--- src/rtl/ipcb_consts.svh ---
`ifndef IPCB_CONSTS_SVH
`define IPCB_CONSTS_SVH
// register word indices on the register port
`define IPCB_IDX_PAIR34 8'h1a
`define IPCB_IDX_PAIR56 8'h1b
`define IPCB_IDX_BANKSEL 8'h4b
// bank select bit position in the source-select register
`define IPCB_BANKSEL_BIT 4
// reset values
`define IPCB_RST_34_MAIN 8'h54
`define IPCB_RST_34_AUX 8'h00
`define IPCB_RST_56_MAIN 8'h76
`define IPCB_RST_56_AUX 8'h76
// field layout
`define IPCB_LO_MSB 3
`define IPCB_HI_LSB 4
`define IPCB_HI_MSB 7
`define IPCB_FLD_W 4
`endif

--- src/rtl/ipcb_pkg.sv ---
`default_nettype none
package ipcb_pkg;
   typedef struct packed {
      logic [7:0] addr;
      logic [7:0] wdata;
      logic wr;
      logic rd;
   } ipcb_req_t;
   typedef struct packed {
      logic [3:0] in6;
      logic [3:0] in5;
      logic [3:0] in4;
      logic [3:0] in3;
   } ipcb_prio_t;
endpackage
`default_nettype wire

--- src/rtl/ipcb_bank.sv ---
// The implementer's own choices: strobed register access and the address map.
`timescale 1ns/100ps
`default_nettype none
`include "ipcb_consts.svh"
// Function
// each input has a 4-bit priority where a smaller nonzero value ranks higher.
// a zero priority removes the input from automatic selection, one to fifteen is valid.
// with bank select clear, accesses reach the main timing path copy.
// with bank select set, accesses reach the auxiliary timing path copy.
// odd input sits in bits 3:0 and the following even input in bits 7:4, read/write.
// reset loads 0x54/0x00 for inputs 3/4 and 0x76/0x76 for inputs 5/6.
// each path presents its priorities and which inputs are eligible.
module ipcb_bank #(
   parameter int NUM_IN = 4
) (
   // clock and reset
   input wire logic i_mclk,
   input wire logic i_rstn,
   // register port
   input wire ipcb_pkg::ipcb_req_t i_req,
   output logic [7:0] o_rdata,
   // per-path priorities
   output var ipcb_pkg::ipcb_prio_t o_main_prio,
   output var ipcb_pkg::ipcb_prio_t o_aux_prio,
   // per-path eligibility, bit 0 is input three
   output logic [NUM_IN-1:0] o_main_elig,
   output logic [NUM_IN-1:0] o_aux_elig,
   // current bank select
   output logic o_path_bank_select
);
   import ipcb_pkg::*;

   // ************************************
   // parameter check
   // ************************************
   // the field struct carries one nibble per input, nothing else fits
   if (NUM_IN * `IPCB_FLD_W != $bits(ipcb_prio_t)) begin : g_bad_num_in
      $error("NUM_IN does not match the field struct");
   end

   // ************************************
   // storage
   // ************************************
   // main timing path copies
   logic [7:0] p34_main_q;
   logic [7:0] p56_main_q;
   // aux timing path copies
   logic [7:0] p34_aux_q;
   logic [7:0] p56_aux_q;
   // path bank select bit
   logic bank_q;
   // read data register
   logic [7:0] rdata_q;
   // eligibility registers
   logic [NUM_IN-1:0] main_elig_q;
   logic [NUM_IN-1:0] aux_elig_q;

   // ************************************
   // decode helpers
   // ************************************
   // word index match
   function automatic logic hit(input logic [7:0] a, input logic [7:0] idx);
      hit = (a == idx);
   endfunction

   // a field takes part in selection only when nonzero
   function automatic logic nonzero(input logic [`IPCB_FLD_W-1:0] f);
      nonzero = (f != '0);
   endfunction

   // ************************************
   // address and bank decode
   // ************************************
   // register hits
   wire hit34 = hit(i_req.addr, `IPCB_IDX_PAIR34);
   wire hit56 = hit(i_req.addr, `IPCB_IDX_PAIR56);
   wire hitbs = hit(i_req.addr, `IPCB_IDX_BANKSEL);

   // bank steering of writes
   wire wr_main = i_req.wr & ~bank_q;
   wire wr_aux = i_req.wr & bank_q;
   wire we34_main = wr_main & hit34;
   wire we56_main = wr_main & hit56;
   wire we34_aux = wr_aux & hit34;
   wire we56_aux = wr_aux & hit56;
   wire we_bs = i_req.wr & hitbs;

   // bank steering of reads
   wire [7:0] sel34 = bank_q ? p34_aux_q : p34_main_q;
   wire [7:0] sel56 = bank_q ? p56_aux_q : p56_main_q;
   wire [7:0] bs_word = 8'(bank_q) << `IPCB_BANKSEL_BIT;

   // read selection, unmapped words read zero
   wire [7:0] rd_mux = hit34 ? sel34 : hit56 ? sel56 : hitbs ? bs_word : 8'h00;
   // read data drops back to zero outside a read
   wire [7:0] rdata_d = i_req.rd ? rd_mux : 8'h00;

   // whole bank of each path, odd input in the low nibble
   wire [15:0] main_w = {p56_main_q, p34_main_q};
   wire [15:0] aux_w = {p56_aux_q, p34_aux_q};

   // ************************************
   // priority registers
   // ************************************
   // main copy of inputs three and four
   always_ff @(posedge i_mclk) begin
      if (!i_rstn) begin
         p34_main_q <= `IPCB_RST_34_MAIN;
      end else if (we34_main) begin
         p34_main_q <= i_req.wdata;
      end
   end

   // main copy of inputs five and six
   always_ff @(posedge i_mclk) begin
      if (!i_rstn) begin
         p56_main_q <= `IPCB_RST_56_MAIN;
      end else if (we56_main) begin
         p56_main_q <= i_req.wdata;
      end
   end

   // aux copy of inputs three and four
   always_ff @(posedge i_mclk) begin
      if (!i_rstn) begin
         p34_aux_q <= `IPCB_RST_34_AUX;
      end else if (we34_aux) begin
         p34_aux_q <= i_req.wdata;
      end
   end

   // aux copy of inputs five and six
   always_ff @(posedge i_mclk) begin
      if (!i_rstn) begin
         p56_aux_q <= `IPCB_RST_56_AUX;
      end else if (we56_aux) begin
         p56_aux_q <= i_req.wdata;
      end
   end

   // ************************************
   // bank select and read data
   // ************************************
   // bank select bit, steers accesses from the next cycle on
   always_ff @(posedge i_mclk) begin
      if (!i_rstn) begin
         bank_q <= 1'b0;
      end else if (we_bs) begin
         bank_q <= i_req.wdata[`IPCB_BANKSEL_BIT];
      end
   end

   // read data one cycle after strobe
   always_ff @(posedge i_mclk) begin
      if (!i_rstn) begin
         rdata_q <= 8'h00;
      end else begin
         rdata_q <= rdata_d;
      end
   end

   // ************************************
   // eligibility: nonzero fields only
   // ************************************
   wire [NUM_IN-1:0] main_elig_d;
   wire [NUM_IN-1:0] aux_elig_d;

   // one zero test per input and path
   genvar g;
   generate
      for (g = 0; g < NUM_IN; g++) begin : g_elig
         assign main_elig_d[g] = nonzero(main_w[g*`IPCB_FLD_W +: `IPCB_FLD_W]);
         assign aux_elig_d[g] = nonzero(aux_w[g*`IPCB_FLD_W +: `IPCB_FLD_W]);
      end
   endgenerate

   // registered so the outputs come from flops, one cycle behind the fields
   always_ff @(posedge i_mclk) begin
      if (!i_rstn) begin
         main_elig_q <= '0;
         aux_elig_q <= '0;
      end else begin
         main_elig_q <= main_elig_d;
         aux_elig_q <= aux_elig_d;
      end
   end

   // ************************************
   // outputs
   // ************************************
   // field outputs straight from registers, odd low, even high
   assign o_main_prio = ipcb_prio_t'(main_w);
   assign o_aux_prio = ipcb_prio_t'(aux_w);
   // eligibility, read data and bank select from their flops
   assign o_main_elig = main_elig_q;
   assign o_aux_elig = aux_elig_q;
   assign o_rdata = rdata_q;
   assign o_path_bank_select = bank_q;

   // ************************************
   // checks
   // ************************************
   // main path writes land in the main copy
   AST_MAIN_WR: assert property (@(posedge i_mclk) disable iff (!i_rstn)
      (i_req.wr && hit34 && !o_path_bank_select) |=> (p34_main_q == $past(i_req.wdata)))
      else $error("main write lost");

   AST_MAIN_WR56: assert property (@(posedge i_mclk) disable iff (!i_rstn)
      (i_req.wr && hit56 && !o_path_bank_select) |=> (p56_main_q == $past(i_req.wdata)))
      else $error("main write to inputs five and six lost");

   // aux path writes land in the aux copy
   AST_AUX_WR: assert property (@(posedge i_mclk) disable iff (!i_rstn)
      (i_req.wr && hit56 && o_path_bank_select) |=> (p56_aux_q == $past(i_req.wdata)))
      else $error("aux write lost");

   AST_AUX_WR34: assert property (@(posedge i_mclk) disable iff (!i_rstn)
      (i_req.wr && hit34 && o_path_bank_select) |=> (p34_aux_q == $past(i_req.wdata)))
      else $error("aux write to inputs three and four lost");

   // the copy of the other path is never touched
   AST_AUX_KEEP: assert property (@(posedge i_mclk) disable iff (!i_rstn)
      (i_req.wr && !o_path_bank_select) |=> $stable(p34_aux_q) && $stable(p56_aux_q))
      else $error("aux copy disturbed");

   AST_MAIN_KEEP: assert property (@(posedge i_mclk) disable iff (!i_rstn)
      (i_req.wr && o_path_bank_select) |=> $stable(p34_main_q) && $stable(p56_main_q))
      else $error("main copy disturbed");

   // reads return the copy of the selected path
   AST_RD_34: assert property (@(posedge i_mclk) disable iff (!i_rstn)
      (i_req.rd && hit34 && !o_path_bank_select) |=> (o_rdata == $past(p34_main_q)))
      else $error("read data wrong");

   AST_RD_34_AUX: assert property (@(posedge i_mclk) disable iff (!i_rstn)
      (i_req.rd && hit34 && o_path_bank_select) |=> (o_rdata == $past(p34_aux_q)))
      else $error("aux read of inputs three and four wrong");

   AST_RD_56: assert property (@(posedge i_mclk) disable iff (!i_rstn)
      (i_req.rd && hit56 && !o_path_bank_select) |=> (o_rdata == $past(p56_main_q)))
      else $error("main read of inputs five and six wrong");

   AST_RD_56_AUX: assert property (@(posedge i_mclk) disable iff (!i_rstn)
      (i_req.rd && hit56 && o_path_bank_select) |=> (o_rdata == $past(p56_aux_q)))
      else $error("aux read of inputs five and six wrong");

   // bank select reads back in its own bit
   AST_RD_BS: assert property (@(posedge i_mclk) disable iff (!i_rstn)
      (i_req.rd && hitbs) |=> (o_rdata[`IPCB_BANKSEL_BIT] == $past(o_path_bank_select)))
      else $error("bank select read wrong");

   // a bank select write takes effect in the next cycle
   AST_BS_WR: assert property (@(posedge i_mclk) disable iff (!i_rstn)
      (i_req.wr && hitbs) |=> (o_path_bank_select == $past(i_req.wdata[`IPCB_BANKSEL_BIT])))
      else $error("bank select write lost");

   // read data only stands in the cycle after a read
   AST_RD_IDLE: assert property (@(posedge i_mclk) disable iff (!i_rstn)
      !i_req.rd |=> (o_rdata == 8'h00))
      else $error("read data without read");

   // unmapped words read zero
   AST_RD_UNMAPPED: assert property (@(posedge i_mclk) disable iff (!i_rstn)
      (i_req.rd && !hit34 && !hit56 && !hitbs) |=> (o_rdata == 8'h00))
      else $error("unmapped read not zero");

   // defaults after a reset cycle
   AST_RST: assert property (@(posedge i_mclk)
      !i_rstn |=> (p34_main_q == `IPCB_RST_34_MAIN) && (p34_aux_q == `IPCB_RST_34_AUX)
      && (p56_main_q == `IPCB_RST_56_MAIN) && (p56_aux_q == `IPCB_RST_56_AUX))
      else $error("reset value wrong");

   AST_RST_CTRL: assert property (@(posedge i_mclk)
      !i_rstn |=> !o_path_bank_select && (o_rdata == 8'h00))
      else $error("bank select or read data not cleared by reset");

   // field map of a main write on the priority outputs
   AST_PRIO: assert property (@(posedge i_mclk) disable iff (!i_rstn)
      (i_req.wr && hit34 && !o_path_bank_select) |=>
      (o_main_prio.in3 == $past(i_req.wdata[`IPCB_LO_MSB:0]))
      && (o_main_prio.in4 == $past(i_req.wdata[`IPCB_HI_MSB:`IPCB_HI_LSB])))
      else $error("field map wrong");

   // field map of an aux write on the priority outputs
   AST_PRIO_AUX: assert property (@(posedge i_mclk) disable iff (!i_rstn)
      (i_req.wr && hit56 && o_path_bank_select) |=>
      (o_aux_prio.in5 == $past(i_req.wdata[`IPCB_LO_MSB:0]))
      && (o_aux_prio.in6 == $past(i_req.wdata[`IPCB_HI_MSB:`IPCB_HI_LSB])))
      else $error("aux field map wrong");

   // eligibility follows each field one cycle later
   generate
      for (g = 0; g < NUM_IN; g++) begin : g_elig_chk
         AST_ELIG: assert property (@(posedge i_mclk) disable iff (!i_rstn)
            (o_main_prio[g*`IPCB_FLD_W +: `IPCB_FLD_W] != 4'h0) |=> o_main_elig[g])
            else $error("eligible main input not flagged");

         AST_ELIG_ZERO: assert property (@(posedge i_mclk) disable iff (!i_rstn)
            (o_main_prio[g*`IPCB_FLD_W +: `IPCB_FLD_W] == 4'h0) |=> !o_main_elig[g])
            else $error("excluded main input flagged");

         AST_ELIG_AUX: assert property (@(posedge i_mclk) disable iff (!i_rstn)
            (o_aux_prio[g*`IPCB_FLD_W +: `IPCB_FLD_W] != 4'h0) |=> o_aux_elig[g])
            else $error("aux eligibility wrong");

         AST_ELIG_AUX_ZERO: assert property (@(posedge i_mclk) disable iff (!i_rstn)
            (o_aux_prio[g*`IPCB_FLD_W +: `IPCB_FLD_W] == 4'h0) |=> !o_aux_elig[g])
            else $error("excluded aux input flagged");
      end
   endgenerate

   // eligibility is clear while reset holds
   AST_RST_ELIG: assert property (@(posedge i_mclk)
      !i_rstn |=> (o_main_elig == '0) && (o_aux_elig == '0))
      else $error("eligibility not cleared by reset");

   // a write with no path bit set leaves the bank select clear
   AST_BS_CLR: assert property (@(posedge i_mclk) disable iff (!i_rstn)
      (i_req.wr && hitbs && !i_req.wdata[`IPCB_BANKSEL_BIT]) |=> !o_path_bank_select)
      else $error("bank select not cleared");

   // writes to unmapped words change no priority copy
   AST_WR_UNMAPPED: assert property (@(posedge i_mclk) disable iff (!i_rstn)
      (i_req.wr && !hit34 && !hit56) |=> $stable(main_w) && $stable(aux_w))
      else $error("unmapped write changed a priority");

   // the aux copy of inputs five and six keeps its value between writes
   AST_AUX56_HOLD: assert property (@(posedge i_mclk) disable iff (!i_rstn)
      !(i_req.wr && hit56 && o_path_bank_select) |=> $stable(p56_aux_q))
      else $error("aux copy of inputs five and six changed without a write");

   // the main copy of inputs three and four keeps its value between writes
   AST_MAIN34_HOLD: assert property (@(posedge i_mclk) disable iff (!i_rstn)
      !(i_req.wr && hit34 && !o_path_bank_select) |=> $stable(p34_main_q))
      else $error("main copy of inputs three and four changed without a write");
endmodule
`default_nettype wire

--- config.mk ---
export PLATFORM = sky130hd
export DESIGN_NAME = ipcb_bank
export DESIGN_NICKNAME = d
export VERILOG_FILES = /design/src/rtl/ipcb_pkg.sv /design/src/rtl/ipcb_bank.sv
export VERILOG_INCLUDE_DIRS = /design/src /design/src/rtl
export SDC_FILE = /design/constraint.sdc
export NUM_CORES = 1
export LEC_CHECK = 0
export BUFFER_PORTS_ARGS = -buffer_cell sky130_fd_sc_hd__clkbuf_2
export CAP_MARGIN = 20
export CORE_ASPECT_RATIO = 2
export CORE_UTILIZATION = 49
export CTS_CLUSTER_DIAMETER = 200
export CTS_CLUSTER_SIZE = 8
export DETAILED_ROUTE_END_ITERATION = 16
export HOLD_SLACK_MARGIN = 0.02
export PLACE_DENSITY = 0.78
export SLEW_MARGIN = 15
export SYNTH_ARGS = -nofsm -noshare
export SYNTH_HDL_FRONTEND = slang
export SYNTH_SLANG_ARGS = --single-unit
--- constraint.sdc ---
create_clock -name i_mclk -period 1.9 [get_ports i_mclk]
set_input_delay 0.285 -clock i_mclk [delete_from_list [all_inputs] [get_ports i_mclk]]
set_output_delay 0.285 -clock i_mclk [all_outputs]
set_load 0.005 [all_outputs]
# After elaboration in Yosys (flattened, before gate mapping)
# Cells that the tools add are included.
classes:
  eq_ne: 3
  n_reduce_logical: 9
  muxes: 5
  n_bitwise: 8
op_table:
  columns: ["operator", "count"]
  rows:
  - ["2-to-1 mux 8 bit", 4]
  - ["nonzero test 4 bit", 8]
  - ["== test 8 x 5 -> 1 bit, second input constant", 2]
  - ["== test 8 x 7 -> 1 bit, second input constant", 1]
  - ["bitwise AND 1 bit", 7]
  - ["2-to-1 mux 5 bit", 1]
  - ["AND reduction 2 bit", 1]
  - ["inverter 1 bit", 1]
word_totals:
  output_inout_bits: 49
  in_bits: 20
  reg_bits: 49
  elab_cells: 33

# Logic depth before layout (Yosys ltp)
# Gate-level depths: netlist of the first run.
depth:
  depth_word: 4
  depth_mapped: 7
  depth_no_buf: 4

# Worst setup path after synthesis of the first run
# Ideal clock, no wire load.
synth_timing:
  path_kind: "input port to flip-flop"
  start: "input port i_req[17] (netlist name)"
  end: "register p34_main_q[0]"
  setup_time_ns: 0.115
  path_slack_ns: 0.211
  path_buffers: 2
  stages: 6
  arrival_ns: 1.574
  required_ns: 1.785
  cell_sequence: "or3b_4 > or4_4 > buf_6 > buf_12 > nand3_2 > o21ai_2"
synth_via:
  elab_chain_cells: 2
synth_rtl:
  columns: ["item", "line_no", "text"]
  rows:
  - ["from (decl)", "ipcb_bank.sv:20", "input wire ipcb_pkg::ipcb_req_t i_req,"]
  - ["== test 8 x 5 -> 1 bit", "ipcb_bank.sv:63", "hit = (a == idx);"]
  - ["bitwise AND 1 bit", "ipcb_bank.sv:82", "wire we34_main = wr_main & hit34;"]
  - ["to (signal assigned)", "ipcb_bank.sv:108", "p34_main_q <= `IPCB_RST_34_MAIN;"]
  - ["to (signal assigned)", "ipcb_bank.sv:110", "p34_main_q <= i_req.wdata;"]
  - ["to (decl)", "ipcb_bank.sv:45", "logic [7:0] p34_main_q;"]
# Every way passes these cells.
# A chain may end at the register's enable or synchronous reset.

# Worst setup path in the final report of the first run
layout_timing:
  start: "input port i_req[17] (netlist name)"
  end: "register p34_main_q[4]"
# The elaborated chain is that of the path after synthesis.

==> results of run 1 <==
-- synthesized netlist by cell type, types with 2 or more instances --
master    count  share of area (%)
buf_1         2               0.37
buf_2         3               0.75
buf_6         2                1.1
clkbuf_1      7                1.3
dfxtp_1      49                 49
mux2i_1      30                 15
nand2_1      22                4.1
nand3_1      16                4.0
nand3_2       5                2.5
nor2_1        9                1.7
o21ai_0      14                3.5
o21ai_2       5                2.2
o22a_1        7                3.1
o41a_1        8                4.5
or4_4         2                1.1
-- path summary, 6_finish.rpt --
kind,start,to,slack (ns),cells after the start
worst min register to register,p34_main_q[5]$_SDFFE_PN0P_,p34_main_q[5]$_SDFFE_PN0P_,0.50,2
worst max-delay path,i_req[17],p34_main_q[4]$_SDFFE_PN1P_,0.36,5
worst min-delay path,i_req[0],o_rdata[4]$_SDFF_PN0_,0.22,3
worst max register to register,o_path_bank_select$_SDFFE_PN0P_,p56_aux_q[5]$_SDFFE_PN1P_,0.42,4
-- layer usage --
layer / GRT usage, % / vias to the layer above / share of wire, %
met4: 11.2 / 0 / 2.9
li1: - / 836 / -
met3: 4.48 / 10 / 4.2
met2: 37.2 / 53 / 53
met1: 28.9 / 785 / 40
met5: 0 / - / 0
-- logic make-up (layout without fill, tap and decap cells) --
| logic type | count (synthesis) | after routing | share of synthesized area [%] |
|---|---|---|---|
| simple gates | 64 | 64 | 17.3 |
| flops | 49 | 49 | 48.9 |
| compound gates | 36 | 36 | 13.9 |
| mux | 30 | 30 | 15.0 |
| buf+inv | 16 | 82 | 4.93 |
-- sequential cells by signal, indices dropped and copies added, names as in the netlist --
signal              flops
o_aux_elig              4
o_main_elig             4
o_path_bank_select      1
o_rdata                 8
p34_aux_q               8
p34_main_q              8
p56_aux_q               8
p56_main_q              8
-- layout make-up --
| cell class | count | area [µm²] |
|---|---|---|
| Multi-Input combinational cell | 130 | 927 |
| Sequential cell | 49 | 981 |
| Fill cell | 369 | 1430 |
| Tap cell | 51 | 63.8 |
| Timing Repair Buffer | 75 | 393 |
| Clock buffer | 7 | 86.3 |
-- power by group through the flow --
stage          combinational (W)  clock, W  sequential, W
5_1_grt                 0.000103  0.000668        0.00104
2_1_floorplan          0.0000443         0        0.00106
4_1_cts                0.0000939  0.000614        0.00104
6_report               0.0000939  0.000601        0.00104
3_5_place_dp           0.0000936         0        0.00106
3_3_place_gp           0.0000925         0        0.00106
-- through the flow --
stage	utilization (%)	worst slack, ns	cells
6_report	63.1	0.360	312
4_1_cts	63.1	0.362	312
3_5_place_dp	60.9	0.0525	305
3_3_place_gp	60.9	0.0885	305
5_1_grt	63.1	0.290	312
2_1_floorplan	-	0.211	195
-- critical path, delay by kind of cell --
family,cells,cell delay (ns)
simple gates,3,1.13
mux,1,0.19
buf+inv,1,0.09
==> impl_metrics.toml, run 1 <==
[sta]
slew_viol_final = 0
fmax_mhz = 649
worstMarginPinSlew_ns = 0.531
post-route-min-period_ns = 1.54
finalCritPeriodShare_pct = 81.1
setup_tns_ns = 0
rsz0062_at_grt = "no"
hold_viol = 0
slew_headroom_pct = 64.6
finClkSkew_ns = 0.00935
timing.hold.ws_ns = 0.218
setup_violations = 0

[power_and_ir_drop]
p_int_w = 0.00136
combinationalPowerShare_pct = 5.4
swShare_pct = 21.2
clock_power_share_pct = 34.7
peakVddDrop_v = 0.000759
p_leak_nw = 1.06
p_per_area_mw_per_mm2 = 706
p_sw_w = 0.000367
p_seq_share_pct = 59.8
power_w = 0.00173

[synth]
synth_cells = 195
yosys_most_used_dff = "dfxtp_1"
async_reset_ff_share_pct = 0
synth_edf_count = 0
synth-seq-cells = 49
netlist_area_mm2 = 0.00201
synth_seq_area_share_pct = 48.9
avgSynthCellArea_um2 = 10.3
syn_nets = 215
ys_warn_count = 0
ys_types = 29

[critical_path]
path_max_fanout = 13
end_kind = "register"
critical-path-slowest-cell = "or4_4"
critPathMaxStageDelay_ns = 0.66
worstPathArrival_ns = 1.71
worstPathRequired_ns = 2.07
critPathKind = "input port to register"
cp-start-kind = "input port"
critical_path.cell_chain = "clkbuf_2 > or3b_4 > or4_4 > mux2i_1 > nand2_1"

[cts]
cts_htree_levels = 2
cts_hold_buf = 0
cts_tree = "done"
cts_root_buf = "clkbuf_8"
clk_pin_slew_ns = 0.09
insertion_delay_ns = 0.29
cts_setup_buffers = 0
cts.sinks = 49
cts_resized = 0
numCtsBuffers = 5
clockBufferDepth = 2

[final_layout]
layout_common_cells = "68 x clkbuf_2, 49 x dfxtp_1, 30 x mux2i_1"
nNetsFinal = 281
layout_commonest_cell = "clkbuf_2"
diodes = 0
fin_area_mm2 = 0.00245
syn2layout_area_growth_pct = 22.1
drive_gt1_share_pct = 36.4

[die]
die_y_um = 92.5
floorplan.initialDensity_pct = 51.7
rows = 32
dieArea_mm2 = 0.00437
pin_count = 69
coreArea_mm2 = 0.00388
die_x_um = 47.3

[detailed_routing]
firstDrtPassIters = 4
postRouteAntennaNets = 0
drcViolationCount = 0
via_per_inst = 5.40
post_drt_wl_per_cell_um = 14.8
vias = 1684
totalWireLength_um = 4630
drtIter0Drc = 51

[place]
placed_cell_area_mm2 = 0.00236
port_buffers = 68
gp_congestion = 0.835
hpwlAfterDp_um = 3480

[worst_hold_path]
min_path_type = "input port to register"

[global_routing]
gr-total-overflow = 0
grt_usage_pct = 23.5
antenna_found_initial = 0
grt_pass1_vias = 1565
grt_first_pass_wirelength_um = 7400
grt_max_degree = 24

[status]
outcome = "completed"

[flow_run]
cap_violations = 0
No activity file was read; power rests on OpenSTA's default activity.
==> inputs of run 2 (changes only) <==
- CORE_UTILIZATION: 49 -> 44
- PLACE_DENSITY: 0.78 -> 0.74
- clock period: 1.9 -> 1.4 ns (I/O delays scaled with it)
==> impl_metrics.toml, run 2 (synthesis gave the netlist of run 1 again) <==
[global_routing]
grt_usage_pct = 20.8
gr-total-overflow = 0
grt_first_pass_wirelength_um = 7610
grt_pass1_vias = 1580
grt_max_degree = 28
antenna_found_initial = 0

[cts]
cts_root_buf = "clkbuf_8"
clockBufferDepth = 2
cts_hold_buf = 0
cts_tree = "done"
cts_setup_buffers = 0
cts.sinks = 49
cts_resized = 2
cts_htree_levels = 2
numCtsBuffers = 5
clk_pin_slew_ns = 0.08
insertion_delay_ns = 0.31

[power_and_ir_drop]
p_seq_share_pct = 59.8
p_sw_w = 0.000536
peakVddDrop_v = 0.000686
p_leak_nw = 1.10
swShare_pct = 22.8
p_per_area_mw_per_mm2 = 920
p_int_w = 0.00181
combinationalPowerShare_pct = 6.0
clock_power_share_pct = 34.2

[sta]
finClkSkew_ns = 0.0113
slew_viol_final = 0
post-route-min-period_ns = 1.40
timing.hold.ws_ns = 0.129
rsz0062_at_grt = "yes"
hold_viol = 0
worstMarginPinSlew_ns = 0.328
setup_violations = 0
fmax_mhz = 716
finalCritPeriodShare_pct = 99.8
slew_headroom_pct = 78.1

[critical_path]
path_max_fanout = 10
worstPathRequired_ns = 1.64
end_kind = "register"
worstPathArrival_ns = 1.63
cp-start-kind = "input port"
critPathKind = "input port to register"

[final_layout]
syn2layout_area_growth_pct = 27.3
fillers = 401
layout_commonest_cell = "clkbuf_2"
multi_input_comb_area_um2 = 941
diodes = 0
regArea_um2 = 982
nNetsFinal = 289
layout_common_cells = "68 x clkbuf_2, 48 x dfxtp_1, 30 x mux2i_1"
final_core_util_pct = 58.9
drive_gt1_share_pct = 40.0

[detailed_routing]
drtIter0Drc = 45
post_drt_wl_per_cell_um = 14.7
via_per_inst = 5.24
vias = 1699
postRouteAntennaNets = 0
drcViolationCount = 0
firstDrtPassIters = 4
totalWireLength_um = 4750

[die]
floorplan.initialDensity_pct = 46.3
dieArea_mm2 = 0.00485
pin_count = 69
rows = 34
die_x_um = 49.8
coreArea_mm2 = 0.00434
die_y_um = 97.5

[flow_run]
cap_violations = 0

[place]
gp_congestion = 0.767
hpwlAfterDp_um = 3650
port_buffers = 68

[status]
outcome = "completed"

[worst_hold_path]
min_path_type = "input port to register"
[run 2: cell types whose count changed in the layout (fill, tap and decap cells not counted), sizes merged]
| cell | before | now |
|---|---|---|
| clkinvlp | 0 | 1 |
| clkinv | 0 | 2 |
| clkbuf | 75 | 73 |
| buf | 7 | 15 |
[run 2: layout make-up]
type | instances | area share [%]
Sequential cell | 49 | 38.4
Multi-Input combinational cell | 130 | 36.8
Timing Repair Buffer | 83 | 18.7
Clock buffer | 5 | 2.69
Tap cell | 54 | 2.64
Clock inverter | 3 | 0.686
[run 2: routing by layer]
layer  up-vias  GRT usage (%)  wire [µm]
met5         -              0          0
met4         0           12.1        144
met3        15           3.76        186
met2        47           35.7       2530
met1       781           23.1       1890
li1        856              -          -
[run 2: power groups by stage]
| stage | logic [W] | clock network, W | registers [W] |
|---|---|---|---|
| after CTS | 0.000141 | 0.000822 | 0.00141 |
| after detailed placement | 0.000140 | 0 | 0.00144 |
| after global routing | 0.000155 | 0.000890 | 0.00141 |
| final | 0.000140 | 0.000804 | 0.00141 |
| after floorplan | 0.0000615 | 0 | 0.00144 |
| after global placement | 0.000140 | 0 | 0.00144 |
[run 2: through the flow]
| step | std cells | worst slack, ns | TNS, ns | area, µm² | power, W |
|---|---|---|---|---|---|
| finish | 324 | 0.00311 | 0 | 2550 | 0.00235 |
| global placement | 316 | -0.277 | -6.79 | 2460 | 0.00158 |
| global route | 324 | -0.0359 | -0.230 | 2550 | 0.00245 |
| floorplan | 195 | -0.181 | -2.91 | 2040 | 0.00150 |
| detailed placement | 316 | -0.301 | -7.52 | 2460 | 0.00158 |
| CTS | 324 | 0.00407 | 0 | 2550 | 0.00237 |
[run 2: worst max-delay path, cell delays in order]
cell and delay (ns):
clkbuf_2 0.09, or3b_4 0.41, or4_4 0.60, buf_4 0.19
o21ai_2 0.13
[run 2: worst paths after layout]
| kind | start | slack, ns | end | cells past startpoint |
|---|---|---|---|---|
| max | i_req[17] | 0.003 | p34_main_q[7]$_SDFFE_PN0P_ | 5 |
| min | i_req[0] | 0.13 | o_rdata[4]$_SDFF_PN0_ | 3 |
| max reg2reg | o_path_bank_select$_SDFFE_PN0P_ | 0.01 | p34_main_q[7]$_SDFFE_PN0P_ | 3 |
| min reg2reg | p34_aux_q[5]$_SDFFE_PN0P_ | 0.50 | p34_aux_q[5]$_SDFFE_PN0P_ | 2 |
==> inputs of run 3 (changes only) <==
- SETUP_SLACK_MARGIN: unset -> 0.02
==> impl_metrics.toml, run 3 (synthesis gave the netlist of run 1 again) <==
[place]
gp_congestion = 0.767
port_buffers = 68
dp_cells = 316
hpwlAfterDp_um = 3650
placed_cell_area_mm2 = 0.00246
dp_slack_ns = -0.301

[sta]
postLayoutSetupSlackWorst_ns = 0.00824
slew_viol_final = 0
worstMarginPinSlew_ns = 0.329
finClkSkew_ns = 0.0128
rsz0062_at_grt = "yes"
fmax_mhz = 719
post-route-min-period_ns = 1.39
hold_viol = 0
slew_headroom_pct = 78.0
finalCritPeriodShare_pct = 99.4
setup_violations = 0

[detailed_routing]
postRouteAntennaNets = 0
drtIter0Drc = 37
post_drt_wl_per_cell_um = 14.8
firstDrtPassIters = 4
vias = 1728
drcViolationCount = 0
totalWireLength_um = 4810
via_per_inst = 5.32

[final_layout]
layout_commonest_cell = "clkbuf_2"
fin_area_mm2 = 0.00258
final_cell_count_no_fill = 325
fillers = 394
drive_gt1_share_pct = 40.2
syn2layout_area_growth_pct = 28.6
layout_common_cells = "67 x clkbuf_2, 48 x dfxtp_1, 30 x mux2i_1"
nNetsFinal = 290
diodes = 0
final_core_util_pct = 59.5

[cts]
cts_hold_buf = 0
insertion_delay_ns = 0.31
cts_htree_levels = 2
numCtsBuffers = 5
cts.sinks = 49
cts_tree = "done"
clockBufferDepth = 2
clk_pin_slew_ns = 0.10
cts_root_buf = "clkbuf_8"

[power_and_ir_drop]
combinationalPowerShare_pct = 6.1
swShare_pct = 23.0
p_per_area_mw_per_mm2 = 914
p_seq_share_pct = 59.6
clock_power_share_pct = 34.3
power_w = 0.00236
p_sw_w = 0.000542
p_leak_nw = 1.11
p_int_w = 0.00182
peakVddDrop_v = 0.000693

[critical_path]
ff2ff_path_depth = 3
cpLargestDelayFamily = "simple AND/OR/NAND/NOR gates"
startpoint = "o_path_bank_select$_SDFFE_PN0P_"
endpoint = "p56_main_q[5]$_SDFFE_PN1P_"
path_max_fanout = 11
worstPathArrival_ns = 1.59
r2r_end = "p56_main_q[5]$_SDFFE_PN1P_"
critPathKind = "register to register"
worstSetupPathDepth = 3
r2r-start = "o_path_bank_select$_SDFFE_PN0P_"
r2r_setup_slack_ns = 0.008
critical-path-slowest-cell = "or4_4"
critical_path.cell_chain = "or4_4 > mux2i_1 > nand2_1"
worstPathRequired_ns = 1.60
path_buf_inv = 0
cp-start-kind = "register"
critPathMaxStageDelay_ns = 0.66
end_kind = "register"

[die]
floorplan.initialDensity_pct = 46.3
coreArea_mm2 = 0.00434
die_x_um = 49.8
dieArea_mm2 = 0.00485
pin_count = 69
rows = 34
die_y_um = 97.5

[global_routing]
antenna_found_initial = 0
grt_max_degree = 28
grt_first_pass_wirelength_um = 7620
grt_pass1_vias = 1597
gr-total-overflow = 0
grt_usage_pct = 20.9

[flow_run]
cap_violations = 0

[status]
outcome = "completed"

[worst_hold_path]
min_path_type = "input port to register"
## run 3: final cells by class
cell class,instances,area (µm²),area share (%)
clock buffer,5,68.8,2.67
clock inverter,3,17.5,0.679
multi-input combinational,131,952,36.9
sequential,49,982,38.1
tap,54,67.6,2.62
timing repair buffer,83,492,19.1
## run 3: how the worst min path moves through the flow
stage	startpoint	end	slack [ns]	cells after the start
2_1_floorplan	i_req[4]	p34_main_q[2]$_SDFFE_PN1P_	0.34	2
3_3_place_gp	i_req[0]	o_rdata[4]$_SDFF_PN0_	0.45	3
3_5_place_dp	i_req[0]	o_rdata[4]$_SDFF_PN0_	0.45	3
4_1_cts	i_req[0]	o_rdata[4]$_SDFF_PN0_	0.12	3
5_1_grt	i_req[0]	o_rdata[4]$_SDFF_PN0_	0.14	3
6_report	i_req[0]	o_rdata[4]$_SDFF_PN0_	0.13	3
## run 3: power by group through the flow
stage / clock network, W / logic [W] / registers (W)
2_1_floorplan: 0 / 0.0000615 / 0.00144
3_3_place_gp: 0 / 0.000140 / 0.00144
3_5_place_dp: 0 / 0.000140 / 0.00144
4_1_cts: 0.000822 / 0.000141 / 0.00141
5_1_grt: 0.000890 / 0.000158 / 0.00141
6_report: 0.000809 / 0.000143 / 0.00141
## run 3: through the flow
stage	hold slack [ns]	TNS, ns
floorplan	0.335	-2.91
global placement	0.449	-6.79
detailed placement	0.448	-7.52
CTS	0.121	0
global route	0.137	-0.252
finish	0.129	0
## run 3: repair_timing
action                                  in CTS  in global routing
pin swaps                                    0                  2
endpoints found under the setup margin      20                 16
buffers inserted                             0                  0
hold endpoints to repair                     0                  0
cloned                                       0                  1
gates resized for setup                      4                  2
## run 3: worst register-to-register path, delay by kind of cell (launching register included)
kind | cells | cell delay (ns)
and+or+nand+nor | 2 | 0.72
muxes | 1 | 0.19
DFF | 1 | 0.37
## run 3: per-layer routing
layer	vias up	track usage, %	part of all wire [%]
met1	799	22.8	39
met3	14	4.23	4.8
met4	0	13.2	2.8
li1	859	-	-
met2	56	35.3	54
met5	-	0	0
